--- src/sllg_consts.svh ---
// constants of the strap latch and output gating block
// assumes a 50 MHz core clock and a power-detect reset
`ifndef SLLG_CONSTS_SVH
`define SLLG_CONSTS_SVH

`define SLLG_CLK_MHZ     50
`define SLLG_WIN_TIME_US 2000
`define SLLG_WIN_W       17

`define SLLG_ADDR_CTRL   12'h000
`define SLLG_ADDR_STAT   12'h004
`define SLLG_ADDR_STRAP  12'h008

`define SLLG_CTRL_W      7
`define SLLG_CTRL_RST    7'h00
`define SLLG_CTRL_MHALT  5
`define SLLG_CTRL_PHALT  6
`define SLLG_STRAP_RST   5'h00

`define SLLG_PIN_MODE    0
`define SLLG_PIN_FS3     1
`define SLLG_PIN_FS0     2
`define SLLG_PIN_FS1     3
`define SLLG_PIN_FS2     4

`define SLLG_DIV_W       4
`define SLLG_DIV_PROC    0
`define SLLG_DIV_USB     0
`define SLLG_DIV_SIO     1
`define SLLG_DIV_BUS     2

`endif

--- src/sllg_pkg.sv ---
// types of the strap latch and output gating block
// assumes sllg_consts.svh on the include path
`include "sllg_consts.svh"

package sllg_pkg;

  typedef enum logic [1:0]
  {
    PH_RESET  = 2'b00,
    PH_WINDOW = 2'b01,
    PH_LATCH  = 2'b10,
    PH_RUN    = 2'b11
  } sllg_phase_type;

  typedef struct packed
  {
    logic [1:0]              rsync;
    sllg_phase_type          phase;
    logic [`SLLG_WIN_W-1:0]  win_cnt;
    logic [4:0]              strap;
    logic [4:0]              oe;
    logic [4:0]              pout;
    logic                    pin2_o;
    logic                    pin2_oe;
    logic [`SLLG_DIV_W-1:0]  div;
    logic                    bus_samp;
    logic                    bus_run;
    logic [4:0]              bus_out;
    logic                    proc_free;
    logic                    mem_free;
    logic [`SLLG_CTRL_W-1:0] ctrl;
    logic [31:0]             prdata;
    logic                    pslverr;
  } sllg_top_state_type;

  typedef struct packed
  {
    logic [1:0] sync;
    logic       en;
    logic       gated;
  } sllg_gate_state_type;

endpackage : sllg_pkg

--- src/sllg_gate_if.sv ---
// carrier between the top and one clock gate
// assumes src and tick are synchronous to the core clock
`timescale 1ns/1ps
`default_nettype none

interface sllg_gate_if;
  logic src;
  logic tick;
  logic run_req;
  logic gated;
  logic en;

  modport ctl
  (
    output src,
    output tick,
    output run_req,
    input  gated,
    input  en
  );

  modport gate
  (
    input  src,
    input  tick,
    input  run_req,
    output gated,
    output en
  );
endinterface : sllg_gate_if

`default_nettype wire

--- src/sllg_top.sv ---
// strap latch, pin role select and output gating of the clock generator
// assumes arst_n is the power-on detect and all pins are synchronous
//
// Our own choices: the APB slave port and the register offsets.
`timescale 1ns/1ps
`default_nettype none
`include "sllg_consts.svh"

module sllg_top
  import sllg_pkg::*;
#(
  parameter int unsigned WIN_CYCLES = `SLLG_WIN_TIME_US * `SLLG_CLK_MHZ
)
(
  // clock and power detect
  input  wire logic        clk,
  input  wire logic        arst_n,
  // apb slave
  input  wire logic        psel,
  input  wire logic        penable,
  input  wire logic        pwrite,
  input  wire logic [11:0] paddr,
  input  wire logic [31:0] pwdata,
  output logic [31:0]      prdata,
  output logic             pready,
  output logic             pslverr,
  // reference, memory clock and halt
  input  wire logic        ref_clk_in,
  input  wire logic        memory_clock_in,
  input  wire logic        clock_halt_n,
  // dual-purpose strap pins
  input  wire logic [4:0]  strap_in,
  output logic [4:0]       dual_out,
  output logic [4:0]       dual_oe,
  // pin 2: reference out or bus stop in
  input  wire logic        pin2_in,
  output logic             reference_out_zero,
  output logic             pin2_oe,
  // bus clocks two to five
  output logic [3:0]       bus_clk_out,
  // processor clocks
  output logic             proc_clk_free,
  output logic             gated_processor_clock,
  // memory clocks
  output logic [11:0]      gated_memory_clocks,
  output logic             memory_clock_free
);

  sllg_top_state_type s_r;
  sllg_top_state_type s_nxt;

  sllg_gate_if mem_if();
  sllg_gate_if proc_if();

  logic rel;
  logic proc_rise;
  logic bus_rise;
  logic bus_lvl;
  logic mode_known;
  logic bus_stop;
  logic apb_setup;
  logic apb_wr;

  // ==========================================================
  // clock gates
  sllg_gate u_mem_gate
  (
    .clk    (clk),
    .arst_n (arst_n),
    .gi     (mem_if.gate)
  );

  sllg_gate u_proc_gate
  (
    .clk    (clk),
    .arst_n (arst_n),
    .gi     (proc_if.gate)
  );

  assign mem_if.src      = memory_clock_in;
  assign mem_if.tick     = proc_rise;
  assign mem_if.run_req  = clock_halt_n & ~s_r.ctrl[`SLLG_CTRL_MHALT];
  assign proc_if.src     = s_r.div[`SLLG_DIV_PROC];
  assign proc_if.tick    = proc_rise;
  assign proc_if.run_req = clock_halt_n & ~s_r.ctrl[`SLLG_CTRL_PHALT];

  // ==========================================================
  // next state
  always_comb
  begin
    s_nxt = s_r;
    // reset release synchroniser
    s_nxt.rsync = {s_r.rsync[0], 1'b1};
    rel = s_r.rsync[1];

    // divider for internal clock levels
    if (rel)
    begin
      s_nxt.div = s_r.div + `SLLG_DIV_W'(1);
    end
    proc_rise = !s_r.div[`SLLG_DIV_PROC] && s_nxt.div[`SLLG_DIV_PROC];
    bus_rise  = !s_r.div[`SLLG_DIV_BUS] && s_nxt.div[`SLLG_DIV_BUS];
    bus_lvl   = s_nxt.div[`SLLG_DIV_BUS];

    // strap window sequence
    case (s_r.phase)
      PH_RESET:
      begin
        if (rel)
        begin
          s_nxt.phase = PH_WINDOW;
        end
      end
      PH_WINDOW:
      begin
        s_nxt.win_cnt = s_r.win_cnt + `SLLG_WIN_W'(1);
        if (s_r.win_cnt == `SLLG_WIN_W'(WIN_CYCLES - 1))
        begin
          s_nxt.phase = PH_LATCH;
        end
      end
      PH_LATCH:
      begin
        // board straps set the levels while undriven
        s_nxt.strap = strap_in;
        s_nxt.phase = PH_RUN;
      end
      PH_RUN:
      begin
        // straps frozen until power is cycled
        s_nxt.strap = s_r.strap;
      end
      default:
      begin
        s_nxt.phase = PH_RESET;
      end
    endcase

    // drivers stay off until the straps are held
    s_nxt.oe = (s_nxt.phase == PH_RUN) ? 5'h1f : 5'h00;

    // pin 2 role from mode strap
    mode_known    = (s_r.phase == PH_RUN);
    s_nxt.pin2_oe = mode_known && s_r.strap[`SLLG_PIN_MODE];
    s_nxt.pin2_o  = ref_clk_in;
    bus_stop      = (mode_known && !s_r.strap[`SLLG_PIN_MODE]) ? pin2_in : 1'b1;

    // bus stop: sample on rise, apply on the next rise
    if (bus_rise)
    begin
      s_nxt.bus_samp = bus_stop;
      s_nxt.bus_run  = s_r.bus_samp;
    end
    s_nxt.bus_out = {5{bus_lvl & s_nxt.bus_run}} & ~s_r.ctrl[4:0];

    // dual pin clock outputs
    s_nxt.pout[`SLLG_PIN_MODE] = bus_lvl;
    s_nxt.pout[`SLLG_PIN_FS3]  = s_nxt.bus_out[0];
    s_nxt.pout[`SLLG_PIN_FS0]  = s_nxt.div[`SLLG_DIV_USB];
    s_nxt.pout[`SLLG_PIN_FS1]  = s_nxt.div[`SLLG_DIV_SIO];
    s_nxt.pout[`SLLG_PIN_FS2]  = ref_clk_in;

    // free copies
    s_nxt.proc_free = s_nxt.div[`SLLG_DIV_PROC];
    s_nxt.mem_free  = memory_clock_in;

    // apb slave, zero wait states
    apb_setup     = psel && !penable;
    apb_wr        = psel && penable && pwrite;
    if (apb_setup)
    begin
      s_nxt.pslverr = 1'b0;
      s_nxt.prdata  = 32'h0;
      if (paddr == `SLLG_ADDR_CTRL)
      begin
        s_nxt.prdata = {25'h0, s_r.ctrl};
      end
      else if (paddr == `SLLG_ADDR_STAT)
      begin
        s_nxt.prdata = {23'h0, proc_if.en, mem_if.en, s_r.bus_run,
                        s_r.bus_samp, mode_known, s_r.phase, s_r.pin2_oe,
                        s_r.oe[0]};
      end
      else if (paddr == `SLLG_ADDR_STRAP)
      begin
        s_nxt.prdata = {27'h0, s_r.strap};
      end
      else
      begin
        s_nxt.pslverr = 1'b1;
      end
    end
    if (apb_wr && paddr == `SLLG_ADDR_CTRL)
    begin
      s_nxt.ctrl = pwdata[`SLLG_CTRL_W-1:0];
    end
  end

  // ==========================================================
  // state register
  always_ff @(posedge clk or negedge arst_n)
  begin
    if (!arst_n)
    begin
      s_r <= '{
        rsync:     2'h0,
        phase:     PH_RESET,
        win_cnt:   '0,
        strap:     `SLLG_STRAP_RST,
        oe:        5'h00,
        pout:      5'h00,
        pin2_o:    1'b0,
        pin2_oe:   1'b0,
        div:       '0,
        bus_samp:  1'b1,
        bus_run:   1'b1,
        bus_out:   5'h00,
        proc_free: 1'b0,
        mem_free:  1'b0,
        ctrl:      `SLLG_CTRL_RST,
        prdata:    32'h0,
        pslverr:   1'b0
      };
    end
    else
    begin
      s_r <= s_nxt;
    end
  end

  // ==========================================================
  // outputs
  assign prdata                = s_r.prdata;
  assign pready                = 1'b1;
  assign pslverr               = s_r.pslverr & psel & penable;
  assign dual_out              = s_r.pout;
  assign dual_oe               = s_r.oe;
  assign reference_out_zero    = s_r.pin2_o;
  assign pin2_oe               = s_r.pin2_oe;
  assign bus_clk_out           = s_r.bus_out[4:1];
  assign proc_clk_free         = s_r.proc_free;
  // first cycle after enable is a whole one
  assign gated_processor_clock = proc_if.gated;
  assign gated_memory_clocks   = {12{mem_if.gated}};
  assign memory_clock_free     = s_r.mem_free;

  // ==========================================================
  // checks
  a_window_tristate: assert property (
    @(posedge clk) disable iff (!arst_n)
    (s_r.phase != PH_RUN) |-> (dual_oe == 5'h00))
    else $error("dual pin driven before latch");

  a_latch_enable: assert property (
    @(posedge clk) disable iff (!arst_n)
    (s_r.phase == PH_LATCH) |=> (dual_oe == 5'h1f) && (s_r.strap == $past(strap_in)))
    else $error("latch did not capture and enable");

  a_strap_hold: assert property (
    @(posedge clk) disable iff (!arst_n)
    (s_r.phase == PH_RUN) |=> $stable(s_r.strap) && (s_r.phase == PH_RUN))
    else $error("strap changed after latch");

  a_timer_reset: assert property (
    @(posedge clk) disable iff (!arst_n)
    (s_r.phase == PH_RESET) |-> (s_r.win_cnt == '0))
    else $error("window timer ran before release");

  a_window_len: assert property (
    @(posedge clk) disable iff (!arst_n)
    $rose(s_r.phase == PH_LATCH) |-> ($past(s_r.win_cnt) == `SLLG_WIN_W'(WIN_CYCLES - 1)))
    else $error("window ended at wrong count");

  a_pin2_role: assert property (
    @(posedge clk) disable iff (!arst_n)
    (s_r.phase == PH_RUN) |=> (pin2_oe == $past(s_r.strap[`SLLG_PIN_MODE])))
    else $error("pin 2 role differs from mode strap");

  a_pin2_ref: assert property (
    @(posedge clk) disable iff (!arst_n)
    pin2_oe |-> (reference_out_zero == $past(ref_clk_in)))
    else $error("pin 2 does not carry reference");

  a_bus_sample: assert property (
    @(posedge clk) disable iff (!arst_n)
    (bus_rise && s_r.phase == PH_RUN && !s_r.pin2_oe && !s_r.strap[`SLLG_PIN_MODE])
      |=> (s_r.bus_samp == $past(pin2_in)))
    else $error("bus stop not sampled at bus rise");

  a_bus_held: assert property (
    @(posedge clk) disable iff (!arst_n)
    !s_r.bus_run |-> (bus_clk_out == 4'h0) && !s_r.pout[`SLLG_PIN_FS3])
    else $error("bus clock ran while stopped");

  a_mem_free: assert property (
    @(posedge clk) disable iff (!arst_n)
    $past(arst_n) |-> (memory_clock_free == $past(memory_clock_in)))
    else $error("free memory copy diverged");

  a_mem_gated: assert property (
    @(posedge clk) disable iff (!arst_n)
    !mem_if.en ##1 !mem_if.en |-> (gated_memory_clocks == 12'h000))
    else $error("memory copies ran while halted");

  a_bus_follow: assert property (
    @(posedge clk) disable iff (!arst_n)
    (s_r.bus_run && $past(s_r.ctrl[4:0]) == 5'h00)
      |-> (bus_clk_out == {4{dual_out[`SLLG_PIN_MODE]}}))
    else $error("bus clocks not following the fixed bus clock");

  a_bus_apply: assert property (
    @(posedge clk) disable iff (!arst_n)
    (bus_rise && s_r.phase == PH_RUN) |=> (s_r.bus_run == $past(s_r.bus_samp)))
    else $error("bus stop not applied at the next bus rise");

  a_bus_keep: assert property (
    @(posedge clk) disable iff (!arst_n)
    !bus_rise |=> $stable(s_r.bus_run) && $stable(s_r.bus_samp))
    else $error("bus stop moved between bus rises");

  a_stop_ignored: assert property (
    @(posedge clk) disable iff (!arst_n)
    (bus_rise && s_r.phase == PH_RUN && s_r.strap[`SLLG_PIN_MODE]) |=> s_r.bus_samp)
    else $error("bus stop sampled while pin 2 is an output");

  a_pin2_input: assert property (
    @(posedge clk) disable iff (!arst_n)
    (s_r.phase != PH_RUN || !s_r.strap[`SLLG_PIN_MODE]) |=> !pin2_oe)
    else $error("pin 2 driven while it should be an input");

  a_oe_run: assert property (
    @(posedge clk) disable iff (!arst_n)
    (s_r.phase == PH_RUN) |-> (dual_oe == 5'h1f))
    else $error("dual pin released after latch");

  a_release_hold: assert property (
    @(posedge clk) disable iff (!arst_n)
    !s_r.rsync[1] |=> $stable(s_r.div) && (s_r.phase == PH_RESET))
    else $error("divider or timer ran before release");

  a_halt_stop: assert property (
    @(posedge clk) disable iff (!arst_n)
    (!proc_if.run_req && s_r.phase == PH_RUN) [*7] |-> !proc_if.en)
    else $error("processor clock not stopped within latency");

  a_halt_resume: assert property (
    @(posedge clk) disable iff (!arst_n)
    (proc_if.run_req && s_r.phase == PH_RUN) [*7] |-> proc_if.en)
    else $error("processor clock not restarted within latency");

endmodule : sllg_top

`default_nettype wire

--- src/sllg_gate.sv ---
// whole-cycle clock gate with a two-tick run request synchroniser
// assumes tick marks each processor clock rise
`timescale 1ns/1ps
`default_nettype none

module sllg_gate
  import sllg_pkg::*;
(
  // clock and reset
  input wire logic clk,
  input wire logic arst_n,
  // gated source
  sllg_gate_if.gate gi
);

  sllg_gate_state_type s_r;
  sllg_gate_state_type s_nxt;

  // ==========================================================
  // gating
  always_comb
  begin
    s_nxt = s_r;
    if (gi.tick)
    begin
      s_nxt.sync = {s_r.sync[0], gi.run_req};
    end
    // enable moves only while source is low: whole cycles only
    if (!gi.src)
    begin
      s_nxt.en = s_r.sync[1];
    end
    s_nxt.gated = gi.src & s_nxt.en;
  end

  always_ff @(posedge clk or negedge arst_n)
  begin
    if (!arst_n)
    begin
      s_r <= '{sync: 2'h3, en: 1'b1, gated: 1'b0};
    end
    else
    begin
      s_r <= s_nxt;
    end
  end

  assign gi.gated = s_r.gated;
  assign gi.en    = s_r.en;

  // ==========================================================
  // checks
  a_gate_stop_low: assert property (
    @(posedge clk) disable iff (!arst_n)
    $fell(s_r.en) |-> !$past(gi.src))
    else $error("gate stopped inside a high phase");

  a_gate_start_low: assert property (
    @(posedge clk) disable iff (!arst_n)
    $rose(s_r.en) |-> !$past(gi.src) && !gi.gated)
    else $error("gate restarted with a partial cycle");

endmodule : sllg_gate

`default_nettype wire

--- config.mk ---
export PLATFORM = sky130hd
export DESIGN_NAME = sllg_top
export DESIGN_NICKNAME = d
export VERILOG_FILES = /design/src/sllg_pkg.sv /design/src/sllg_gate_if.sv /design/src/sllg_top.sv /design/src/sllg_gate.sv
export VERILOG_INCLUDE_DIRS = /design/src /design/src/src
export SDC_FILE = /design/constraint.sdc
export NUM_CORES = 1
export LEC_CHECK = 0
export BUFFER_PORTS_ARGS = -buffer_cell sky130_fd_sc_hd__buf_2
export CAP_MARGIN = 20
export CORE_MARGIN = 1
export CORE_UTILIZATION = 44
export DETAILED_ROUTE_END_ITERATION = 10
export GPL_ROUTABILITY_DRIVEN = 0
export PLACE_DENSITY_LB_ADDON = 0.05
export SLEW_MARGIN = 0
export SYNTH_ARGS = -nofsm -noshare
export SYNTH_HDL_FRONTEND = slang
export SYNTH_SLANG_ARGS = --single-unit
--- constraint.sdc ---
create_clock -name clk -period 1.5 [get_ports clk]
set_input_delay 0.15 -clock clk [delete_from_list [all_inputs] [get_ports clk]]
set_output_delay 0.15 -clock clk [all_outputs]
set_load 0.03 [all_outputs]
# Word level (Yosys, flattened, before mapping)
# Cells that the tools add are included.
# totals
input_bits	58
output_inout_bits	65
reg_bits	99
word_cells	73
# classes
addsub	2
eq_ne	7
reduce_logical	14
n_mux	15
n_bitwise	11
# ops
op	count
32-bit two-way mux	1
17-bit by 1-bit adder with 17-bit output (second input constant)	1
17-bit == test (second input constant)	1
12-bit by 3-bit == test with 1-bit output (second input constant)	1
12-bit by 4-bit == test with 1-bit output (second input constant)	1
12-bit logical NOT	1
5-bit two-way mux	2
9-bit two-way mux	1
1-bit logical AND	8
1-bit bitwise AND	7
1-bit two-way mux	7
2-bit == test (second input constant)	3
2-bit one-hot mux with 3 select lines	1
5-bit bitwise AND	1
5-bit NOT	1
4-bit by 1-bit adder with 4-bit output (second input constant)	1
1-bit logical NOT	4
2-bit two-way mux	2
3-bit two-way mux	1
2-bit by 1-bit == test with 1-bit output (second input constant)	1
2-bit logical NOT	1
1-bit NOT	2

# Depth between registers and ports, before layout
# Gate-level depths: netlist of run 1.
# depth
word_depth	6
ltp_mapped	5
ltp_nobuf	5

# Modules after synthesis
# From an unflattened synthesis of run 1, not the netlist that was laid out.
# hier_totals
cells_unflattened	287
area_unflattened_um2	3171.8
# by_module_without_submodules
module	area_each_um2	cells_per_inst	seq_area_each_um2	n_inst
sllg_top	2884.0	271	1428.9	1
sllg_gate	143.9	8	103.8	2

# Worst setup path before layout of run 1
# Ideal clock, no wire load.
# synth_path
kind	input to register
start	input paddr[1]
end	register s_r[33] (netlist bit)
required_time_ps	1375
n_path_buf	0
stages	4
setup_slack_ps	-248
setup_time_ps	125
arrival_time_ps	1623
cell_sequence	or4_4 > or2_4 > nor3_4 > mux2_2
# synth_between
elab_chain_len	2
# synth_rtl
item	line	source
start: declaration	sllg_top.sv:22	input wire logic [11:0] paddr,
12-bit logical NOT (no source line)	n/a	
1-bit logical AND (no source line)	n/a	
end signal: assignment	sllg_top.sv:205	s_r <= '{
end signal: assignment	sllg_top.sv:227	s_r <= s_nxt;
end: declaration	sllg_top.sv:49	sllg_top_state_type s_r;
# Every way passes these cells.
# A chain may end at the register's enable or synchronous reset.

# Worst setup path after layout of run 1
# layout_path
start	input paddr[1]
end	register s_r, in the netlist prdata[0]
# layout_between
elab_chain_len	4
word_cells_on_any_way	6
cone_classes	eq/ne: 2; mux: 3; reduce/logical: 1
# layout_rtl
item	line	source
12-bit by 4-bit == test with 1-bit output (no source line)	n/a	
5-bit two-way mux	sllg_top.sv:184	else if (paddr == `SLLG_ADDR_STRAP)
9-bit two-way mux	sllg_top.sv:178	else if (paddr == `SLLG_ADDR_STAT)
32-bit two-way mux (*)	sllg_top.sv:174	if (paddr == `SLLG_ADDR_CTRL)
# Every way passes the cells marked *; elsewhere a longest branch is shown, timed or not.

==> results of run 1 <==
sequential cells by signal, summed over array words and instances (netlist names), named ones only:
signal and count:
u_proc_gate.gi.en 1, s_nxt 1, u_mem_gate.s_r 2, bus_clk_out 4, dual_oe 1, pin2_oe 1
u_mem_gate.gi.gated 1, reference_out_zero 1, s_r 35, rel 1, u_proc_gate.s_r 2, dual_out 3
prdata 9, memory_clock_free 1, u_proc_gate.gi.gated 1
worst max-delay path, stage by stage:
cell and delay, ns:
buf_2 0.09, or4_4 0.56, or4b_4 0.57, o31ai_1 0.29
a21oi_1 0.07
worst min-delay path by stage:
stage	from	to	slack, ns	cells past startpoint
3_3_place_gp	arst_n	bus_clk_out[0]$_DFF_PN0_	0.09	1
5_1_grt	strap_in[1]	s_r[66]$_DFFE_PN0P_	0.03	2
3_5_place_dp	arst_n	bus_clk_out[0]$_DFF_PN0_	0.1	1
6_report	pwdata[2]	s_r[35]$_DFFE_PN0P_	0.03	2
2_1_floorplan	arst_n	bus_clk_out[0]$_DFF_PN0_	-0.15	0
4_1_cts	pwdata[2]	s_r[35]$_DFFE_PN0P_	0.02	2
through the flow:
stage               total power (W)  cells  hold WS, ns  setup TNS [ns]
global placement            0.00404    441       0.0861           -4.17
CTS                         0.00534    461       0.0200         -0.0156
global route                0.00569    463       0.0302         -0.0690
floorplan                   0.00376    307       -0.146           -2.37
detailed placement          0.00407    441       0.0995           -4.88
finish                      0.00533    463       0.0347        -0.00689
synthesized netlist by cell type (all sizes together), types with 4 or more instances:
| master | instances |
|---|---|
| inv | 5 |
| nor2 | 9 |
| nand3 | 9 |
| nand4 | 5 |
| nor4 | 4 |
| mux2 | 18 |
| nand3b | 4 |
| xor2 | 5 |
| o31ai | 6 |
| o21ai | 6 |
| nor3 | 4 |
| and3 | 7 |
| a21oi | 6 |
| dfrtp | 57 |
| dfstp | 8 |
| nand2b | 10 |
| xnor2 | 12 |
| nand2 | 16 |
| buf | 61 |
where the power goes:
group          switching, W  leakage (nW)  internal, W  total, W
sequential         0.000213         0.828      0.00216   0.00238
clock              0.000647        0.0839     0.000590   0.00124
combinational       0.00106          1.07     0.000652   0.00171
total               0.00192          1.99      0.00341   0.00533
kinds of logic after synthesis:
family	after synthesis
mux	20
compound gates	25
other cells	2
simple gates	83
xor+xnor	17
flops	65
fa+ha+maj	3
buf+inv	69
cell type report:
type	count	area share, %
clock buffers	12	3.50
inverters	5	0.487
flip-flops and latches	65	42.4
multi-input cells	173	32.5
repair buffers	108	17.5
well taps	96	3.11
clock inverters	4	0.519
metal layers:
layer  share of wire [%]  GRT usage, %  vias up  wire length, µm
li1                    -             -     1039                -
met1                  44          21.2     1004             2600
met2                  47          27.5       71             2800
met3                 6.5          4.27       11              384
met4                 2.3          10.4        0              136
met5                   0             0        -                0
repair_timing:
action / 4_1_cts / 5_1_grt
hold buffers: 3 / 0
pin swaps: 1 / 6
setup endpoints to repair: 9 / 16
endpoints found under the hold margin: 16 / 0
gates resized for setup: 2 / 13
buffers inserted: 1 / 2
==> results.sh, run 1 <==
export IMPL_die_height_um=87.2
export IMPL_core_area_mm2=0.00691
export IMPL_overflow=0
export IMPL_synthArstFlopShare_pct=100
export IMPL_syn_inst=284
export IMPL_io_buffers=73
export IMPL_clock_sinks=65
export IMPL_synth_compound_area_share_pct=5.02
export IMPL_worstSetupEndpointType="flop"
export IMPL_cap_violations=0
export IMPL_crit_end="prdata[0]$_DFFE_PN0P_"
export IMPL_cts_root_buf="clkbuf_8"
export IMPL_r2r_end="s_r[87]$_DFF_PN0_"
export IMPL_status="complete, but fails checks"
export IMPL_hp_class="in -> reg"
export IMPL_post_route_cell_area_mm2=0.00386
export IMPL_nNetsFinal=423
export IMPL_final_cell_mix="73 x buf_2, 57 x dfrtp_1, 29 x buf_4, 25 x conb_1, 15 x nand2_1"
export IMPL_dp_slack_ns=-0.345
export IMPL_post_route_period_util_pct=100
export IMPL_wl_um=5930
export IMPL_drt_vias_per_instance=4.59
export IMPL_criticalPathCategory="in -> reg"
export IMPL_nFillCells=654
export IMPL_synthSimpleGateAreaFrac_pct=15.6
export IMPL_fmax_mhz=664
export IMPL_ys_warn_count=0
export IMPL_row_count=30
export IMPL_fin_util_pct=55.9
export IMPL_synth_cell_types=43
export IMPL_start_util_pct=46.2
export IMPL_drc=0
export IMPL_grt_total_usage_pct=17.3
export IMPL_finClkSkew_ns=0.00530
export IMPL_seq_area_frac_synth_pct=51.3
export IMPL_clk_latency_ns=0.34
export IMPL_ys_ff_latch=65
export IMPL_synth_top_family_by_area="simple AND/OR/NAND/NOR gates"
export IMPL_arrival_ns=1.73
export IMPL_setup_viol=1
export IMPL_finalMaxSlewViolations=0
export IMPL_antenna_left=0
export IMPL_cts_tree="yes"
export IMPL_routedWlPerCell_um=12.8
export IMPL_drtIter0Drc=56
export IMPL_power_per_cell_area_mw_per_mm2=1380
export IMPL_relSlewSlack_pct=62.4
export IMPL_hpwl_um=4320
export IMPL_worstMarginPinSlew_ns=0.564
export IMPL_dieArea_mm2=0.00760
export IMPL_n_antenna_cell=0
export IMPL_grt_pass1_vias=2069
export IMPL_drtPass1Iterations=4
export IMPL_clkTransAtPathRegs_ns=0.07
export IMPL_reg2reg_from="s_r[82]$_DFFE_PN0P_"
export IMPL_ir_drop_mv=0.750
export IMPL_grt_max_degree=34
export IMPL_synthMuxAreaShare_pct=6.98
export IMPL_synthXorXnorAreaFrac_pct=4.66
export IMPL_synth_top_area_cell="dfrtp_1"
export IMPL_rrSetupSlack_ns=0.08
export IMPL_crit_path_start="paddr[1]"
export IMPL_multiInputGateArea_mm2=0.00125
export IMPL_fin_ws_ns=-0.00689
export IMPL_post_synth_top_area_fraction_pct=44.7
export IMPL_final_common_cell="buf_2"
export IMPL_finalCriticalPeriod_ns=1.51
export IMPL_post_synth_fa_ha_maj_area_fraction_pct=1.18
export IMPL_worstPathMaxFanout=4
export IMPL_violations="setup timing"
export IMPL_netlist_area_mm2=0.00319
export IMPL_startpoint_type="input port"
export IMPL_io_pin_count=123
export IMPL_hold_viol=0
export IMPL_htree_num_levels=3
export IMPL_vias=2125
export IMPL_area_growth_syn_to_layout_pct=20.9
export IMPL_rsz0062_at_grt="true"
export IMPL_antenna_found_initial=0
export IMPL_cts_buffers_inserted=9
export IMPL_power_leakage_nw=1.99
export IMPL_place_area_mm2=0.00358
export IMPL_regArea_mm2=0.00164
export IMPL_synth_area_per_cell_um2=11.2
export IMPL_die_w_um=87.2
export IMPL_synth_area_leaders="dfrtp_1 45%, buf_4 14%, dfstp_2 6.6%"
export IMPL_yosys_most_used_dff="dfrtp_1"
export IMPL_r2r_cells=4
export IMPL_grt_pass1_wl_um=9720
export IMPL_synth_edf_count=0
export IMPL_cp_data_required_time_ns=1.72
export IMPL_drive_above_1_share_pct=43.9
export IMPL_cts_buffer_depth=2
Power figures use the tool's default switching activity.
==> inputs of run 2 (changes only) <==
--- a/config.mk
+++ b/config.mk
@@ -9,7 +9,8 @@
 export BUFFER_PORTS_ARGS = -buffer_cell sky130_fd_sc_hd__buf_2
 export CAP_MARGIN = 20
 export CORE_MARGIN = 1
-export CORE_UTILIZATION = 44
+export CORE_UTILIZATION = 46
+export CTS_BUF_LIST = sky130_fd_sc_hd__clkbuf_4
 export DETAILED_ROUTE_END_ITERATION = 10
 export GPL_ROUTABILITY_DRIVEN = 0
 export PLACE_DENSITY_LB_ADDON = 0.05
==> run 2 against run 1 <==
Against the previous run: the run now ends clean; register-to-register slack got worse by 0.02 ns; final cell count fell by 1.3%; global-route usage is 0.54 points higher; die area shrank 4.2%; routed wire length fell by 0.12%; sequential share of layout area fell by 0.65 points; via count is 2.3% higher; setup slack better by 0.065 ns; sequential power barely moved; hold slack gained 0.0044 ns; combinational power barely moved; largest cell class unchanged.
==> results.sh, run 2 (same netlist as run 1, synthesis figures left out) <==
export IMPL_status="complete, no violations"
export IMPL_finalCriticalPeriod_ns=1.44
export IMPL_drt_vias_per_instance=4.75
export IMPL_crit_path_start="s_r[88]$_DFF_PN0_"
export IMPL_drtPass1Iterations=4
export IMPL_hp_class="in -> reg"
export IMPL_clkTransAtPathRegs_ns=0.11
export IMPL_hold_path_startpoint="pin2_in"
export IMPL_finClkSkew_ns=0.0146
export IMPL_cts_buffers_inserted=9
export IMPL_arrival_ns=1.74
export IMPL_grt_total_usage_pct=17.8
export IMPL_drtIter0Drc=84
export IMPL_dieArea_mm2=0.00728
export IMPL_wl_um=5920
export IMPL_n_antenna_cell=0
export IMPL_grt_pass1_wl_um=9800
export IMPL_worstPathMaxFanout=3
export IMPL_start_util_pct=48.9
export IMPL_cts_root_buf="clkbuf_4"
export IMPL_top_register="s_r"
export IMPL_drc=0
export IMPL_vias=2173
export IMPL_die_w_um=85.3
export IMPL_core_area_mm2=0.00653
export IMPL_area_growth_syn_to_layout_pct=22.7
export IMPL_relSlewSlack_pct=63.9
export IMPL_worstMarginPinSlew_ns=0.541
export IMPL_worstSetupEndpointType="flop"
export IMPL_antenna_left=0
export IMPL_regArea_mm2=0.00164
export IMPL_io_buffers=73
export IMPL_ir_drop_mv=0.817
export IMPL_nFillCells=565
export IMPL_die_height_um=85.3
export IMPL_hpwl_um=4040
export IMPL_power_per_cell_area_mw_per_mm2=1430
export IMPL_cts_tree="yes"
export IMPL_power_leakage_nw=2.03
export IMPL_cp_data_required_time_ns=1.80
export IMPL_io_pin_count=123
export IMPL_finalMaxSlewViolations=0
export IMPL_fmax_mhz=694
export IMPL_rsz0062_at_grt="true"
export IMPL_clock_sinks=65
export IMPL_grt_pass1_vias=2099
export IMPL_cts_buffer_depth=2
export IMPL_final_cell_mix="73 x buf_2, 57 x dfrtp_1, 31 x buf_4, 25 x conb_1"
export IMPL_clk_latency_ns=0.42
export IMPL_criticalPathCategory="reg -> reg"
export IMPL_drive_above_1_share_pct=42.1
export IMPL_htree_num_levels=3
export IMPL_power_w=0.00559
export IMPL_row_count=29
export IMPL_largest_register_ffs=35
export IMPL_finalSetupTns_ns=0
export IMPL_startpoint_type="flop"
export IMPL_post_route_period_util_pct=96.1
export IMPL_hold_viol=0
export IMPL_final_common_cell="buf_2"
export IMPL_reg2reg_from="s_r[88]$_DFF_PN0_"
export IMPL_routedWlPerCell_um=13.0
export IMPL_nNetsFinal=436
export IMPL_multiInputGateArea_mm2=0.00121
export IMPL_overflow=0
export IMPL_grt_max_degree=66
export IMPL_antenna_found_initial=0
export IMPL_setup_viol=0
export IMPL_cap_violations=0
[run 2: metal layers]
metal | vias up | GRT usage, % | wire length, µm
met2 | 66 | 28.2 | 2800
met5 | - | 0 | 0
met4 | 0 | 7.27 | 84
met1 | 1023 | 22.9 | 2730
met3 | 7 | 5.35 | 303
li1 | 1077 | - | -
[run 2: where the power goes]
part	total, W	internal, W	switching [W]
Sequential	0.00236	0.00216	0.000198
Clock	0.00150	0.000855	0.000644
Combinational	0.00173	0.000674	0.00106
Total	0.00559	0.00369	0.00190
[run 2: per-stage QoR]
step	hold slack, ns	instance area (µm²)	setup WS [ns]	instances	util [%]
global placement	0.194	3540	-0.310	423	54.2
detailed placement	0.200	3540	-0.330	423	54.2
global route	0.0205	3920	-0.0313	457	60.0
finish	0.0391	3920	0.0585	457	60.0
floorplan	-0.146	3310	-0.215	307	-
CTS	0.0132	3900	0.0318	456	59.8
[run 2: critical path, stage by stage (launching register included)]
cell and delay (ns):
dfrtp_1 0.42, nand3b_1 0.26, nor4_4 0.38, nand3_1 0.15, xnor2_1 0.14
[run 2: worst paths after layout]
| kind | slack, ns | end | depth (start not counted) |
|---|---|---|---|
| worst max register to register | 0.06 | s_r[86]$_DFFE_PN0P_ | 4 |
| max in group asynchronous | 0.93 | u_proc_gate.s_r[2]$_DFFE_PN1P_ | 3 |
| worst min-delay path | 0.04 | s_r[48]$_DFFE_PN1N_ | 3 |
| worst min register to register | 0.36 | rel$_DFF_PN0_ | 0 |
| worst max-delay path | 0.06 | s_r[86]$_DFFE_PN0P_ | 4 |
| min in group asynchronous | 0.27 | reference_out_zero$_DFF_PN0_ | 3 |
[run 2: repair_timing]
action / 4_1_cts / 5_1_grt
setup endpoints to repair: 10 / 6
pin swaps: 3 / 1
gates cloned: 0 / 0
setup buffers: 1 / 1
resized for setup: 4 / 1
hold buffers: 16 / 0
endpoints found under the hold margin: 75 / 0
[run 2: cell type report]
| class | count | share of cell area (%) |
|---|---|---|
| multi-input combinational | 173 | 30.8 |
| timing repair buffer | 121 | 19.9 |
| tap | 77 | 2.46 |
| clock buffer | 10 | 1.92 |
| clock inverter | 6 | 2.71 |
| inverter | 5 | 0.479 |
| sequential | 65 | 41.8 |
==> inputs of run 3 (changes only) <==
--- a/config.mk
+++ b/config.mk
@@ -8,13 +8,15 @@
 export LEC_CHECK = 0
 export BUFFER_PORTS_ARGS = -buffer_cell sky130_fd_sc_hd__buf_2
 export CAP_MARGIN = 20
+export CORE_ASPECT_RATIO = 1.4
 export CORE_MARGIN = 1
 export CORE_UTILIZATION = 46
 export CTS_BUF_LIST = sky130_fd_sc_hd__clkbuf_4
 export DETAILED_ROUTE_END_ITERATION = 10
 export GPL_ROUTABILITY_DRIVEN = 0
 export PLACE_DENSITY_LB_ADDON = 0.05
-export SLEW_MARGIN = 0
+export SETUP_SLACK_MARGIN = 0.4
+export SLEW_MARGIN = 25
 export SYNTH_ARGS = -nofsm -noshare
 export SYNTH_HDL_FRONTEND = slang
 export SYNTH_SLANG_ARGS = --single-unit
==> run 3 against run 2 <==
Against the previous run: via count is 7.5% higher; clock-buffer cell count is 1 lower; global-route usage is 2.6 points higher; critical path type unchanged; highest routed layer unchanged.
==> results.sh, run 3 (same netlist as run 1, synthesis figures left out) <==
export IMPL_ir_drop_mv=1.09
export IMPL_area_growth_syn_to_layout_pct=48.5
export IMPL_nNetsFinal=454
export IMPL_wl_um=7100
export IMPL_vias=2337
export IMPL_drive_above_1_share_pct=56.5
export IMPL_grtUsageMet1_pct=23.4
export IMPL_use_met3_pct=4.00
export IMPL_fin_hold_ws_ns=0.0589
export IMPL_drtPass1Iterations=4
export IMPL_fmax_mhz=693
export IMPL_clockPowerShare_pct=20.6
export IMPL_clock_sinks=65
export IMPL_drc=0
export IMPL_overflow=0
export IMPL_p_comb_share_pct=41.1
export IMPL_clk_latency_ns=0.42
export IMPL_antenna_left=0
export IMPL_grt_busiest_layer="met2"
export IMPL_antenna_found_initial=0
export IMPL_hp_class="in -> reg"
export IMPL_grt_total_usage_pct=20.4
export IMPL_post_route_period_util_pct=96.2
export IMPL_grt_met2_usage_pct=36.4
export IMPL_routedWlPerCell_um=14.5
export IMPL_finClkSkew_ns=0.0214
export IMPL_relSlewSlack_pct=51.5
export IMPL_final_common_cell="buf_6"
export IMPL_grt_max_degree=37
export IMPL_worstMarginPinSlew_ns=0.728
export IMPL_pwr_share_seq_pct=38.4
export IMPL_cts_buffers_inserted=9
export IMPL_hold_path_startpoint="pin2_in"
export IMPL_grt_pass1_wl_um=11100
export IMPL_crit_path_start="s_r[82]$_DFFE_PN0P_"
export IMPL_criticalPathCategory="reg -> reg"
export IMPL_setup_viol=0
export IMPL_finalCriticalPeriod_ns=1.44
export IMPL_drtIter0Drc=106
export IMPL_start_util_pct=48.0
export IMPL_power_leakage_nw=2.29
export IMPL_dieArea_mm2=0.00728
export IMPL_finalMaxSlewViolations=0
export IMPL_io_buffers=73
export IMPL_status="complete, no violations"
export IMPL_io_pin_count=123
export IMPL_cp_data_required_time_ns=1.84
export IMPL_nFillCells=473
export IMPL_clkTransAtPathRegs_ns=0.10
export IMPL_power_per_cell_area_mw_per_mm2=1340
export IMPL_netSwitchingFraction_pct=35.0
export IMPL_intPower_w=0.00413
export IMPL_arrival_ns=1.78
export IMPL_grt_pass1_vias=2355
export IMPL_rsz0062_at_grt="true"
export IMPL_startpoint_type="flop"
export IMPL_die_height_um=101
export IMPL_switchingPower_w=0.00222
export IMPL_final_cell_mix="59 x buf_6, 51 x dfrtp_1, 33 x buf_4, 29 x buf_2, 25 x conb_1"
export IMPL_n_antenna_cell=0
export IMPL_top_register="s_r"
export IMPL_worstPathMaxFanout=2
export IMPL_worstSetupEndpointType="flop"
export IMPL_hpwl_um=4510
export IMPL_reg2reg_from="s_r[82]$_DFFE_PN0P_"
export IMPL_hold_viol=0
export IMPL_row_count=35
export IMPL_drt_vias_per_instance=4.77
export IMPL_largest_register_ffs=35
export IMPL_htree_num_levels=3
export IMPL_cts_tree="yes"
export IMPL_cap_violations=0
export IMPL_core_area_mm2=0.00666
export IMPL_cts_root_buf="clkbuf_4"
export IMPL_fin_util_pct=71.2
export IMPL_cts_buffer_depth=2
export IMPL_die_w_um=72.4
## run 3: power groups by stage
stage	clock network, W	logic, W	registers [W]
after floorplan	0	0.00145	0.00248
after detailed placement	0	0.00175	0.00244
after global routing	0.00141	0.00279	0.00248
after CTS	0.00134	0.00224	0.00241
final	0.00131	0.00261	0.00244
after global placement	0	0.00172	0.00244
## run 3: routing by layer
layer / share of wire, % / wire [µm]
met5: 0 / 0
met4: 1.7 / 118
met3: 4.3 / 308
met2: 55 / 3870
met1: 39 / 2800
## run 3: path summary, 6_finish.rpt
| kind | to | slack [ns] | cells after the start |
|---|---|---|---|
| setup / recovery | s_r[88]$_DFF_PN0_ | 0.06 | 4 |
| hold / removal | s_r[48]$_DFFE_PN1N_ | 0.06 | 3 |
| setup reg to reg | s_r[88]$_DFF_PN0_ | 0.06 | 4 |
| hold reg to reg | rel$_DFF_PN0_ | 0.36 | 0 |
| max in group asynchronous | u_proc_gate.s_r[2]$_DFFE_PN1P_ | 0.72 | 3 |
| min in group asynchronous | reference_out_zero$_DFF_PN0_ | 0.18 | 2 |
## run 3: area by class of cell
cell class | count | area, µm² | share of cell area (%)
inverters | 5 | 21.3 | 0.449
clock inverters | 7 | 85.1 | 1.80
repair buffers | 139 | 1260 | 26.5
clock buffers | 9 | 67.6 | 1.43
multi-input cells | 173 | 1550 | 32.7
flip-flops and latches | 65 | 1640 | 34.7
well taps | 92 | 115 | 2.43
## run 3: worst max-delay path, cell delays in order (launching register included)
cell      delay, ns
dfrtp_1        0.38
nand4b_1       0.19
or4b_4         0.51
nor3_4         0.17
or2_2          0.13
## run 3: per-stage QoR
| step | total power (W) | TNS, ns | instance area, µm² | worst slack (ns) | instances |
|---|---|---|---|---|---|
| floorplan | 0.00393 | -2.37 | 3410 | -0.215 | 307 |
| global placement | 0.00416 | -4.09 | 3630 | -0.297 | 432 |
| detailed placement | 0.00419 | -4.46 | 3630 | -0.318 | 432 |
| CTS | 0.00599 | 0 | 4430 | 0.0210 | 483 |
| global route | 0.00668 | -0.0817 | 4740 | -0.0271 | 490 |
| finish | 0.00636 | 0 | 4740 | 0.0563 | 490 |
## run 3: what timing repair did
| action | in CTS | in global routing |
|---|---|---|
| pin swaps | 20 | 26 |
| resized for setup | 104 | 66 |
| endpoints found under the setup margin | 88 | 91 |
| hold buffers | 16 | 0 |
| gates cloned | 0 | 0 |
| endpoints found under the hold margin | 59 | 0 |
| buffers inserted | 19 | 7 |
